### src/hw/gds_consts.vh
// register map, field positions and timing counts of the gate supply supervisor
`ifndef GDS_CONSTS_VH
`define GDS_CONSTS_VH

// register byte addresses
`define GDS_ADDR_CTRL        8'h00
`define GDS_ADDR_STATUS      8'h04
`define GDS_ADDR_INT_STAT    8'h08
`define GDS_ADDR_INT_MASK    8'h0C
`define GDS_ADDR_EVT_COUNT   8'h10

// control fields
`define GDS_CTRL_CLEAR_BIT   0
`define GDS_CTRL_CHECK_OFF   1

// status fields
`define GDS_ST_FAULT         0
`define GDS_ST_SUPPLY_LOW    1
`define GDS_ST_DRIVE_LOW     2
`define GDS_ST_LIVE_MOTOR    8
`define GDS_ST_LIVE_DRAIN    9
`define GDS_ST_LIVE_PUMP     10
`define GDS_ST_LIVE_LOWSIDE  11

// interrupt fields
`define GDS_INT_SUPPLY       0
`define GDS_INT_DRIVE        1
`define GDS_INT_WIDTH        2

// reset values
`define GDS_CHECK_OFF_RST    1'b0
`define GDS_INT_MASK_RST     2'h0

// enable reset pulse window
`define GDS_CLK_MHZ          25
`define GDS_RST_MIN_NS       8000
`define GDS_RST_MAX_NS       40000
`define GDS_RST_MIN_CYC      ((`GDS_RST_MIN_NS * `GDS_CLK_MHZ + 999) / 1000)
`define GDS_RST_MAX_CYC      ((`GDS_RST_MAX_NS * `GDS_CLK_MHZ) / 1000)

`endif

### src/hw/gds_sync.v
// two flip-flop synchroniser for a vector of asynchronous levels
`timescale 1ns/100ps
module gds_sync #(
    parameter WIDTH = 5
) (
    // clock and reset
    input  wire             i_clock,
    input  wire             i_reset,
    // levels
    input  wire [WIDTH-1:0] i_async,
    output wire [WIDTH-1:0] o_sync
);

genvar g;
generate
    for (g = 0; g < WIDTH; g = g + 1)
    begin : g_bit
        reg stage_a;
        reg stage_b;
        // first stage is read by the second stage only
        always @(posedge i_clock)
        begin
            if (i_reset)
            begin
                stage_a <= 1'b0;
                stage_b <= 1'b0;
            end
            else
            begin
                stage_a <= i_async[g];
                stage_b <= stage_a;
            end
        end
        assign o_sync[g] = stage_b;
    end
endgenerate

endmodule

### src/hw/gds_pulse_clear.v
// measures low pulses on the enable input and flags a reset-length pulse
`timescale 1ns/100ps
module gds_pulse_clear #(
    parameter [15:0] MIN_CYC = 16'h00C8,
    parameter [15:0] MAX_CYC = 16'h03E8
) (
    // clock and reset
    input  wire i_clock,
    input  wire i_reset,
    // synchronised enable level
    input  wire i_enable,
    // one-cycle clear request
    output reg  o_clear
);

reg [15:0] low_count;
reg        enable_prev;

always @(posedge i_clock)
begin
    if (i_reset)
    begin
        // start saturated: the synchroniser reads low while it flushes after reset,
        // and that must never count as a clear pulse
        low_count   <= 16'hFFFF;
        enable_prev <= 1'b1;
        o_clear     <= 1'b0;
    end
    else
    begin
        enable_prev <= i_enable;
        o_clear     <= 1'b0;
        if (!i_enable)
        begin
            // saturate so a long sleep never wraps into the window
            if (low_count != 16'hFFFF)
                low_count <= low_count + 16'h0001;
        end
        else
        begin
            low_count <= 16'h0000;
            if (!enable_prev && low_count >= MIN_CYC && low_count <= MAX_CYC)
                o_clear <= 1'b1;
        end
    end
end

endmodule

### src/hw/gds_supervisor.v
// undervoltage supervisor for a three-phase gate driver, with apb register slave
// How it works
// - motor or drain undervoltage blocks gates, stops pump, drives alarm low
// - motor or drain undervoltage latches global fault and supply low flag
// - when supply undervoltage goes away, gates and alarm recover by themselves
// - supply low flag holds until clear command or enable reset pulse
// - pump or low-side supply undervoltage blocks gates and drives alarm low
// - drive supply undervoltage latches global fault and drive supply flag
// - when drive supply undervoltage clears, gates and alarm recover by themselves
// - drive supply flag holds until clear command or enable reset pulse
// - with check-off bit set, drive supply undervoltage only shows in the live status bits
// - without registers, drive supply checking is always on
// - supply and drive supply flags are set independently, may be set together
`timescale 1ns/100ps
`include "gds_consts.vh"
module gds_supervisor #(
    parameter        HAS_REGS    = 1,
    parameter [15:0] RST_MIN_CYC = `GDS_RST_MIN_CYC,
    parameter [15:0] RST_MAX_CYC = `GDS_RST_MAX_CYC
) (
    // clock and reset
    input  wire        i_clock,
    input  wire        i_reset,
    // apb slave
    input  wire        i_psel,
    input  wire        i_penable,
    input  wire        i_pwrite,
    input  wire [7:0]  i_paddr,
    input  wire [31:0] i_pwdata,
    input  wire [3:0]  i_pstrb,
    output reg  [31:0] o_prdata,
    output wire        o_pready,
    output wire        o_pslverr,
    // comparator levels, high means below threshold
    input  wire        i_motor_supply_pin_low,
    input  wire        i_drain_sense_pin_low,
    input  wire        i_pump_output_pin_low,
    input  wire        i_lowside_supply_pin_low,
    // enable pin
    input  wire        i_enable,
    // driver controls
    output reg         o_gate_enable,
    output reg         o_pump_enable,
    output reg         o_alarm_indicator_n,
    // interrupt
    output reg         o_irq
);

// decodes one register address
function addr_is;
    input [7:0] addr;
    input [7:0] target;
    begin
        addr_is = (addr[7:2] == target[7:2]);
    end
endfunction

// synchronised pins
wire [4:0] pins_sync;
wire       motor_low;
wire       drain_low;
wire       pump_low;
wire       lowside_low;
wire       enable_sync;

gds_sync #(
    .WIDTH (5)
) u_sync (
    .i_clock (i_clock),
    .i_reset (i_reset),
    .i_async ({i_enable, i_lowside_supply_pin_low, i_pump_output_pin_low,
               i_drain_sense_pin_low, i_motor_supply_pin_low}),
    .o_sync  (pins_sync)
);

assign motor_low   = pins_sync[0];
assign drain_low   = pins_sync[1];
assign pump_low    = pins_sync[2];
assign lowside_low = pins_sync[3];
assign enable_sync = pins_sync[4];

// enable reset pulse detector
wire pulse_clear;

gds_pulse_clear #(
    .MIN_CYC (RST_MIN_CYC),
    .MAX_CYC (RST_MAX_CYC)
) u_pulse (
    .i_clock  (i_clock),
    .i_reset  (i_reset),
    .i_enable (enable_sync),
    .o_clear  (pulse_clear)
);

// apb phases
wire access   = i_psel & i_penable;
wire setup    = i_psel & ~i_penable;
wire wr_acc   = access & i_pwrite;
wire lane0_wr = wr_acc & i_pstrb[0];

wire mapped = addr_is(i_paddr, `GDS_ADDR_CTRL)
            | addr_is(i_paddr, `GDS_ADDR_STATUS)
            | addr_is(i_paddr, `GDS_ADDR_INT_STAT)
            | addr_is(i_paddr, `GDS_ADDR_INT_MASK)
            | addr_is(i_paddr, `GDS_ADDR_EVT_COUNT);

// no wait states: read data is captured during setup
assign o_pready  = access;
assign o_pslverr = access & ~mapped;

// registers
reg                     check_off;
reg                     fault_flag;
reg                     supply_flag;
reg                     drive_flag;
reg [`GDS_INT_WIDTH-1:0] int_stat;
reg [`GDS_INT_WIDTH-1:0] int_mask;
reg [7:0]               supply_events;
reg [7:0]               drive_events;
reg                     supply_low_prev;
reg                     drive_low_prev;

// conditions
wire supply_low;
wire drive_check_on;
wire drive_low;
wire any_low;
wire clear_cmd;
wire clear_all;
wire supply_rise;
wire drive_rise;

assign supply_low = motor_low | drain_low;
// pin-configured build cannot switch the check off
assign drive_check_on = (HAS_REGS == 0) ? 1'b1 : ~check_off;
assign drive_low = (pump_low | lowside_low) & drive_check_on;
assign any_low = supply_low | drive_low;

// command is a write strobe only, no storage behind it
assign clear_cmd = lane0_wr & addr_is(i_paddr, `GDS_ADDR_CTRL)
                 & i_pwdata[`GDS_CTRL_CLEAR_BIT];
assign clear_all = clear_cmd | pulse_clear;

assign supply_rise = supply_low & ~supply_low_prev;
assign drive_rise  = drive_low & ~drive_low_prev;

// next values of latched flags: a present condition wins over a clear
reg next_fault_flag;
reg next_supply_flag;
reg next_drive_flag;

always @*
begin
    next_supply_flag = supply_low | (supply_flag & ~clear_all);
    next_drive_flag  = drive_low | (drive_flag & ~clear_all);
    next_fault_flag  = any_low | (fault_flag & ~clear_all);
end

always @(posedge i_clock)
begin
    if (i_reset)
    begin
        fault_flag  <= 1'b0;
        supply_flag <= 1'b0;
        drive_flag  <= 1'b0;
    end
    else
    begin
        fault_flag  <= next_fault_flag;
        supply_flag <= next_supply_flag;
        drive_flag  <= next_drive_flag;
    end
end

// protective outputs follow the live conditions, no clear needed to recover
always @(posedge i_clock)
begin
    if (i_reset)
    begin
        o_gate_enable       <= 1'b0;
        o_pump_enable       <= 1'b0;
        o_alarm_indicator_n <= 1'b1;
    end
    else
    begin
        o_gate_enable       <= ~any_low;
        o_pump_enable       <= ~supply_low;
        o_alarm_indicator_n <= ~any_low;
    end
end

// control register
always @(posedge i_clock)
begin
    if (i_reset)
        check_off <= `GDS_CHECK_OFF_RST;
    else if (lane0_wr && addr_is(i_paddr, `GDS_ADDR_CTRL) && HAS_REGS != 0)
        check_off <= i_pwdata[`GDS_CTRL_CHECK_OFF];
end

// interrupt status, write one to clear, new event wins
reg [`GDS_INT_WIDTH-1:0] int_events;
reg [`GDS_INT_WIDTH-1:0] int_w1c;
reg [`GDS_INT_WIDTH-1:0] next_int_stat;

always @*
begin
    int_events = {drive_rise, supply_rise};
    int_w1c    = {`GDS_INT_WIDTH{1'b0}};
    if (lane0_wr && addr_is(i_paddr, `GDS_ADDR_INT_STAT))
        int_w1c = i_pwdata[`GDS_INT_WIDTH-1:0];
    next_int_stat = (int_stat & ~int_w1c) | int_events;
end

always @(posedge i_clock)
begin
    if (i_reset)
    begin
        int_stat        <= {`GDS_INT_WIDTH{1'b0}};
        int_mask        <= `GDS_INT_MASK_RST;
        supply_low_prev <= 1'b0;
        drive_low_prev  <= 1'b0;
        o_irq           <= 1'b0;
    end
    else
    begin
        int_stat        <= next_int_stat;
        supply_low_prev <= supply_low;
        drive_low_prev  <= drive_low;
        if (lane0_wr && addr_is(i_paddr, `GDS_ADDR_INT_MASK))
            int_mask <= i_pwdata[`GDS_INT_WIDTH-1:0];
        // one cycle behind status, acceptable for a level interrupt
        o_irq <= |(int_stat & int_mask);
    end
end

// saturating onset counters, cleared together with the flags
reg [7:0] next_supply_events;
reg [7:0] next_drive_events;

always @*
begin
    next_supply_events = clear_all ? 8'h00 : supply_events;
    if (supply_rise && next_supply_events != 8'hFF)
        next_supply_events = next_supply_events + 8'h01;
    next_drive_events = clear_all ? 8'h00 : drive_events;
    if (drive_rise && next_drive_events != 8'hFF)
        next_drive_events = next_drive_events + 8'h01;
end

always @(posedge i_clock)
begin
    if (i_reset)
    begin
        supply_events <= 8'h00;
        drive_events  <= 8'h00;
    end
    else
    begin
        supply_events <= next_supply_events;
        drive_events  <= next_drive_events;
    end
end

// read mux
reg [31:0] read_value;

always @*
begin
    read_value = 32'h00000000;
    if (addr_is(i_paddr, `GDS_ADDR_CTRL))
    begin
        // clear bit always reads zero
        read_value[`GDS_CTRL_CHECK_OFF] = check_off;
    end
    else if (addr_is(i_paddr, `GDS_ADDR_STATUS))
    begin
        read_value[`GDS_ST_FAULT]        = fault_flag;
        read_value[`GDS_ST_SUPPLY_LOW]   = supply_flag;
        read_value[`GDS_ST_DRIVE_LOW]    = drive_flag;
        read_value[`GDS_ST_LIVE_MOTOR]   = motor_low;
        read_value[`GDS_ST_LIVE_DRAIN]   = drain_low;
        read_value[`GDS_ST_LIVE_PUMP]    = pump_low;
        read_value[`GDS_ST_LIVE_LOWSIDE] = lowside_low;
    end
    else if (addr_is(i_paddr, `GDS_ADDR_INT_STAT))
    begin
        read_value[`GDS_INT_WIDTH-1:0] = int_stat;
    end
    else if (addr_is(i_paddr, `GDS_ADDR_INT_MASK))
    begin
        read_value[`GDS_INT_WIDTH-1:0] = int_mask;
    end
    else if (addr_is(i_paddr, `GDS_ADDR_EVT_COUNT))
    begin
        read_value[15:0] = {drive_events, supply_events};
    end
end

// capture in setup so data is stable from a flop through the access phase
always @(posedge i_clock)
begin
    if (i_reset)
        o_prdata <= 32'h00000000;
    else if (setup && !i_pwrite)
        o_prdata <= read_value;
end

endmodule

### config.mk
export PLATFORM = sky130hd
export DESIGN_NAME = gds_supervisor
export DESIGN_NICKNAME = d
export VERILOG_FILES = /design/src/hw/gds_sync.v /design/src/hw/gds_pulse_clear.v /design/src/hw/gds_supervisor.v
export VERILOG_INCLUDE_DIRS = /design/src /design/src/hw
export SDC_FILE = /design/constraint.sdc
export NUM_CORES = 1
export LEC_CHECK = 0
export ABC_AREA = 1
export BUFFER_PORTS_ARGS = -buffer_cell sky130_fd_sc_hd__buf_2
export CORE_UTILIZATION = 45
export DETAILED_ROUTE_END_ITERATION = 12
export HOLD_SLACK_MARGIN = 0.03
export PLACE_DENSITY = 0.79
export RECOVER_POWER = 100
export REMOVE_ABC_BUFFERS = 1
export SLEW_MARGIN = 5
export SYNTH_ARGS = -nofsm -noshare
export SYNTH_HDL_FRONTEND = slang
export SYNTH_HIERARCHICAL = 1
export SYNTH_SLANG_ARGS = --single-unit
### constraint.sdc
create_clock -name i_clock -period 1.6 [get_ports i_clock]
set_clock_uncertainty 0.2 [all_clocks]
set_input_delay 0.08 -clock i_clock [delete_from_list [all_inputs] [get_ports i_clock]]
set_output_delay 0.08 -clock i_clock [all_outputs]
set_load 0.005 [all_outputs]
* After elaboration in Yosys (flattened, before gate mapping)
Cells that the tools add are included. Widths: inputs -> output; s select.
Storage, ports and cells: flip-flop bits (word level) 74, bits of input ports 54, word-level logic and storage cells 111
Operators by class: $add $sub $neg 3, magnitude comparators 2, equality and inequality tests 7, multiplexer cells 20, bitwise operators 37, reductions and logical operators 14
Operators with widths (number):
- $mux 16 | 3
- $mux 14 | 3
- $mux 8 | 4
- $add 16x1->16 const B | 1
- $add 8x1->8 const B | 2
- $ge 16x8->1 const B | 1
- $le 16x10->1 const B | 1
- $ne 16x16->1 const B | 1
- $ne 8x8->1 const B | 2
- $and 1x1->1 | 13
- $eq 6x2->1 const B | 2
- $or 1x1->1 | 11
- $not 1->1 | 9
- $logic_and 1x1->1 | 8
- $mux 4 | 2
- $eq 6x1->1 const B | 1
- $eq 6x3->1 const B | 1
- $logic_not 6->1 | 1
- $mux 2 | 3
- $mux 5 | 1
- $and 2x2->2 | 2
- $reduce_or 2->1 | 2
- $mux 1 | 3
- $mux 3 | 1
- 4 further kinds | 5

* Logic depth before layout (Yosys ltp)
word-level depth 10, depth in mapped cells 12

* Hierarchy
Netlist, hierarchy kept.
Modules (own cells, without submodules):
- gds_supervisor | times used 1, cells an instance 347, area each 2376.0 sq um, seq. area each 920.9 sq um
- gds_pulse_clear | times used 1, cells an instance 175, area each 1109.8 sq um, seq. area each 360.3 sq um
- gds_sync | times used 1, cells an instance 36, area each 324.1 sq um, seq. area each 200.2 sq um

* Worst setup path after synthesis
No wires, ideal clock.
path type register to register, start point register u_sync.g_bit[2].stage_b, end point register drive_events[5], setup time 115 ps, arrival 1363 ps, data required time 1285 ps, slack -78 ps, stages on the path, launching flop included 11, clock period less this slack 1678 ps, cells stage by stage dfxtp_1 > buf_4 > inv_1 > a21oi_1 > inv_1 > nor2_1 > nand2_1 > nor2_1 > nand3_1 > nand2_1 > nor2_1
Between the ends: longest elaborated chain between the ends 5
RTL lines:
- start: declaration | line gds_sync.v:19 | reg stage_b;
- start signal: assignment | line gds_sync.v:31 | stage_b <= stage_a;
- $or 1x1->1 | line gds_supervisor.v:136 | assign drive_low = (pump_low | lowside_low) & drive_check_on;
- $and 1x1->1 | line gds_supervisor.v:136
- $and 1x1->1 | line gds_supervisor.v:145 | assign drive_rise = drive_low & ~drive_low_prev;
- $logic_and 1x1->1 | line gds_supervisor.v:247 | if (drive_rise && next_drive_events != 8'hFF)
- $mux 8 | line gds_supervisor.v:247
- end signal: assignment | line gds_supervisor.v:261 | drive_events <= next_drive_events;
- end: declaration | line gds_supervisor.v:119 | reg [7:0] drive_events;
Every way passes these cells. A chain may end at the register's enable or synchronous reset.

* Worst setup path after layout
start point register u_pulse.o_clear, end point register supply_events[3]
Between the ends: longest elaborated chain between the ends 5, elaborated cells on any way between the ends 6
RTL lines:
- start: declaration | line gds_pulse_clear.v:13 | output reg o_clear
- start signal: assignment | line gds_pulse_clear.v:27 | o_clear <= 1'b0;
- start signal: assignment | line gds_pulse_clear.v:32 | o_clear <= 1'b0;
- start signal: assignment | line gds_pulse_clear.v:43 | o_clear <= 1'b1;
- $or 1x1->1 (*) | line gds_supervisor.v:142 | assign clear_all = clear_cmd | pulse_clear;
- $mux 8 (*) | line gds_supervisor.v:243 | next_supply_events = clear_all ? 8'h00 : supply_events;
- parallel branches: the longest is 2 deep, another holds $add 8x1->8
- $mux 8 (*) | line gds_supervisor.v:244 | if (supply_rise && next_supply_events != 8'hFF)
- end signal: assignment | line gds_supervisor.v:260 | supply_events <= next_supply_events;
- end: declaration | line gds_supervisor.v:118 | reg [7:0] supply_events;
Every way passes the cells marked *.

==> impl_summary.txt <==
----------------------------------------------------
[STA]
  Count of final setup violators ... 2
  Pin slew with the least headroom to its limit ... 0.547 ns
  Unrepaired setup endpoints after global routing ... true
  Slew headroom ... 0.634
  Count of final hold-check violations ... 0
  Final Worst Setup Slack ... -0.0215 ns
  Fin Setup TNS ... -0.0349 ns
  Achievable Freq ... 0.617 GHz
  Final Max Tran Viols ... 0
  Minimum period implied by the final worst setup slack ... 1.62 ns
  Final critical-path share of the clock period ... 1.01

[Run status]
  Status ... finished, violations left
  Failing checks ... negative setup slack

[Synth]
  Flip-flop and latch count after synthesis ... 74
  Syn. warnings ... 6
  Number of standard cells after synthesis ... 558
  Cell area after synthesis ... 0.00381 mm^2
  Post-synth EDFFs ... 0
  Ys flop type ... dfxtp_1
  Fraction of synthesis flops using an asynchronous set or reset pin ... 0
  Library cells used by synthesis ... 35
  Fraction of the yosys area taken by sequential cells ... 0.389
  Average instance area after synthesis ... 6.83 um^2

[Layout]
  Most frequent standard cell in the layout excluding fill and tap cells ... nand2_1
  Area used by sequential logic in the layout ... 0.00149 mm^2
  Leading cell types in the layout, fill and taps excluded ... nand2_1 (112), inv_1 (80), dfxtp_1 (69)
  Share of layout cells above drive strength 1 ... 0.205
  Area of the multi-input gates ... 0.00192 mm^2
  Area delta synth->final ... 24.4%
  Utilization after layout ... 0.577
  Count of inserted antenna diode cells ... 0
  Number of nets at the end of the flow ... 701
  Fill count ... 747

[Setup path]
  Launching element type of the critical path ... register
  Crit Reg-Reg Startpoint ... u_pulse/o_clear
  Worst-path cell with the longest stage delay ... dfxtp_2
  Depth of the worst register-to-register path ... 9
  Critical path start-end classification ... register to register
  Family with the most delay on the worst path ... simple AND/OR/NAND/NOR gates
  Critical Path End Type ... register
  Largest driver fanout on the critical path ... 7
  CP Data Arrival Time ... 1.67 ns
  Destination of the worst register-to-register timing path ... supply_events[3]
  Required time at the endpoint of the critical path ... 1.65 ns
  Largest incremental delay on the critical path ... 0.33 ns
  Worst path depth ... 9
  R2r setup slk ... -0.02 ns
  Combined buffer and inverter count along the critical path ... 2
  Sequence of cells on the critical path ... inv_4 > clkbuf_16 > nand4_1 > nor2_2 > nand2_2 > nand2_2 > nand2_1 > nand2_1 > nor2_1

[Floorplan]
  IO Count ... 92
  Vertical die dimension ... 94.0 um
  Width of the die ... 94.0 um
  Initial core utilization ... 0.464
  Die area ... 0.00884 mm^2
  Cell row count ... 33
  Core outline area ... 0.00822 mm^2

[Routing]
  Detailed-route wire length per cell ... 12.7 um
  Initial detailed-routing violation count ... 211
  DR pass1 iterations ... 7
  Post-detailed-route DRC marker count ... 0
  Antenna violation net count after detailed routing ... 0
  Total vias in the final route ... 3810
  Wire length reported by the detailed router ... 9550 um
  Average via count per standard cell ... 5.05

[Clock tree]
  CTS clock-pin slew for the worst setup and hold paths ... 0.08 ns
  Sink Count ... 74
  CTS tree ... built
  Clock Latency Late Sink ... 0.36 ns
  Cell at the root of the clock tree ... clkbuf_8
  CTS Buf Count ... 9
  Clk buf depth ... 2
  Max H-tree Level ... 3

[Power]
  Switching pwr ... 1.91 mW
  Comb power frac ... 0.293
  Leakage power total ... 2.26 nW
  Switching power as a share of total power ... 0.367
  Reg power frac ... 0.421
  Tot Pwr ... 5.21 mW
  Clk network pwr share ... 0.286
  Power density over the cells ... 1100 mW/mm^2
  Internal Dissipation ... 3.30 mW
  Maximum VDD drop ... 0.469 mV

[Worst hold path]
  Class of the most critical hold timing path ... input port to register
  WHS Path Cells ... 6
  Startpoint of the tightest hold check path ... i_psel
  Endpoint of the worst hold-timing path ... o_prdata[2]

[Placement]
  Placed wire-length estimate ... 6220 um
  Final weighted congestion of routability-driven global placement ... 0.858
  Port bufs ... 40

[Global routing]
  Met2 capacity usage during global routing ... 0.367
  All-layer global routing usage ... 0.214
  Global routing met3 resource utilization ... 0.0453
  Layer with the highest usage after global routing ... met2
  GRT overflow ... 0
  Antenna violations before repair ... 0
  Wire length of the first global-routing pass ... 14800 um
  Met1 Track Usage GR ... 0.257
  Maximum number of pins on one net before global-route repair ... 19
  Vias in the first global route ... 3423

[Run]
  Max-cap viol count ... 0

----------------------------------------------------
==> cells by family after synthesis <==
| kind of cell | Yosys count | synth area share |
|---|---|---|
| flip-flops | 74 | 0.389 |
| adder cells (fa/ha/maj) | 2 | 0.00657 |
| AND/OR/NAND/NOR | 301 | 0.374 |
| other | 1 | 0.000984 |
| AO/OA/AOI/OAI | 60 | 0.0844 |
| buffers and inverters | 120 | 0.145 |
==> final cells by class <==
| class | count | share of cell area |
|---|---|---|
| clock inverter | 7 | 0.0161 |
| inverter | 86 | 0.0686 |
| sequential | 74 | 0.314 |
| multi-input combinational | 380 | 0.404 |
| clock buffer | 9 | 0.0261 |
| tap | 105 | 0.0277 |
| timing repair buffer | 94 | 0.143 |
==> synthesized netlist by cell type, types with 3 or more instances <==
| cell type | n | area [um^2] |
|---|---|---|
| buf_6 | 3 | 33.8 |
| a21oi_1 | 33 | 165 |
| nor2_1 | 67 | 251 |
| o22ai_1 | 5 | 31.3 |
| nor3_1 | 4 | 20.0 |
| or2_2 | 4 | 25.0 |
| nand2_1 | 116 | 435 |
| inv_1 | 82 | 308 |
| nand4_1 | 19 | 119 |
| clkbuf_1 | 7 | 26.3 |
| buf_4 | 21 | 158 |
| o21ai_0 | 16 | 80.1 |
| nor2_4 | 5 | 56.3 |
| dfxtp_1 | 74 | 1480 |
| nand3_1 | 65 | 325 |
| nand2_2 | 6 | 37.5 |
| nand2_4 | 3 | 33.8 |
| nor2_2 | 5 | 31.3 |
==> routing by layer <==
metal,share of wire,vias up
li1,-,1921
met1,0.43,1688
met2,0.48,176
met3,0.068,25
met4,0.024,0
met5,0,-
==> registers in the layout (all words and copies together) (netlist names), 2 cells and up <==
register              cells
u_pulse/low_count        16
int_mask                  2
o_prdata                 16
supply_events             8
u_sync/g_bit.stage_a      5
drive_events              8
int_stat                  2
u_sync/g_bit.stage_b      5
==> repair_timing <==
| action | 4_1_cts | 5_1_grt |
|---|---|---|
| buffers inserted | 0 | 3 |
| gates resized for setup | 1 | 35 |
| endpoints found under the hold margin | 30 | 0 |
| hold buffers | 15 | 0 |
| setup endpoints to repair | 1 | 29 |
| cloned | 0 | 3 |
| pin swaps | 0 | 9 |
==> metrics by stage <==
step	hold slack (ns)	std cells	instance area, um^2	setup slack, ns
final	0.0587	755	4740	-0.0215
after CTS	0.0446	749	4600	0.0225
after floorplan	-0.0509	539	3630	0.00200
after global placement	0.0835	718	4250	-0.0772
after global routing	0.0636	755	4740	-0.110
after detailed placement	0.0911	718	4250	-0.143
==> worst min-delay path, stage by stage <==
cell and delay [ns]:
buf_2 0.11, inv_1 0.06, nor3_2 0.05, buf_4 0.15
nand2_1 0.06, a21oi_1 0.05
==> worst max-delay path by stage <==
stage	start	endpoint	slack (ns)
floorplan	u_sync/g_bit[2].stage_b	drive_events[5]	0.002
global placement	i_paddr[2]	drive_events[4]	-0.08
detailed placement	i_paddr[2]	supply_events[3]	-0.14
CTS	u_pulse/o_clear	drive_events[4]	0.02
global route	u_pulse/o_clear	supply_events[3]	-0.11
finish	u_pulse/o_clear	supply_events[3]	-0.02
==> power by group through the flow <==
stage | Sequential [mW] | Clock (mW) | Combinational (mW)
after floorplan | 2.18 | 0 | 1.06
after global placement | 2.21 | 0 | 1.37
after detailed placement | 2.22 | 0 | 1.42
after CTS | 2.18 | 1.52 | 1.47
after global routing | 2.22 | 1.60 | 1.72
final | 2.19 | 1.49 | 1.53
Note: power is estimated with default switching activity, not from simulation.
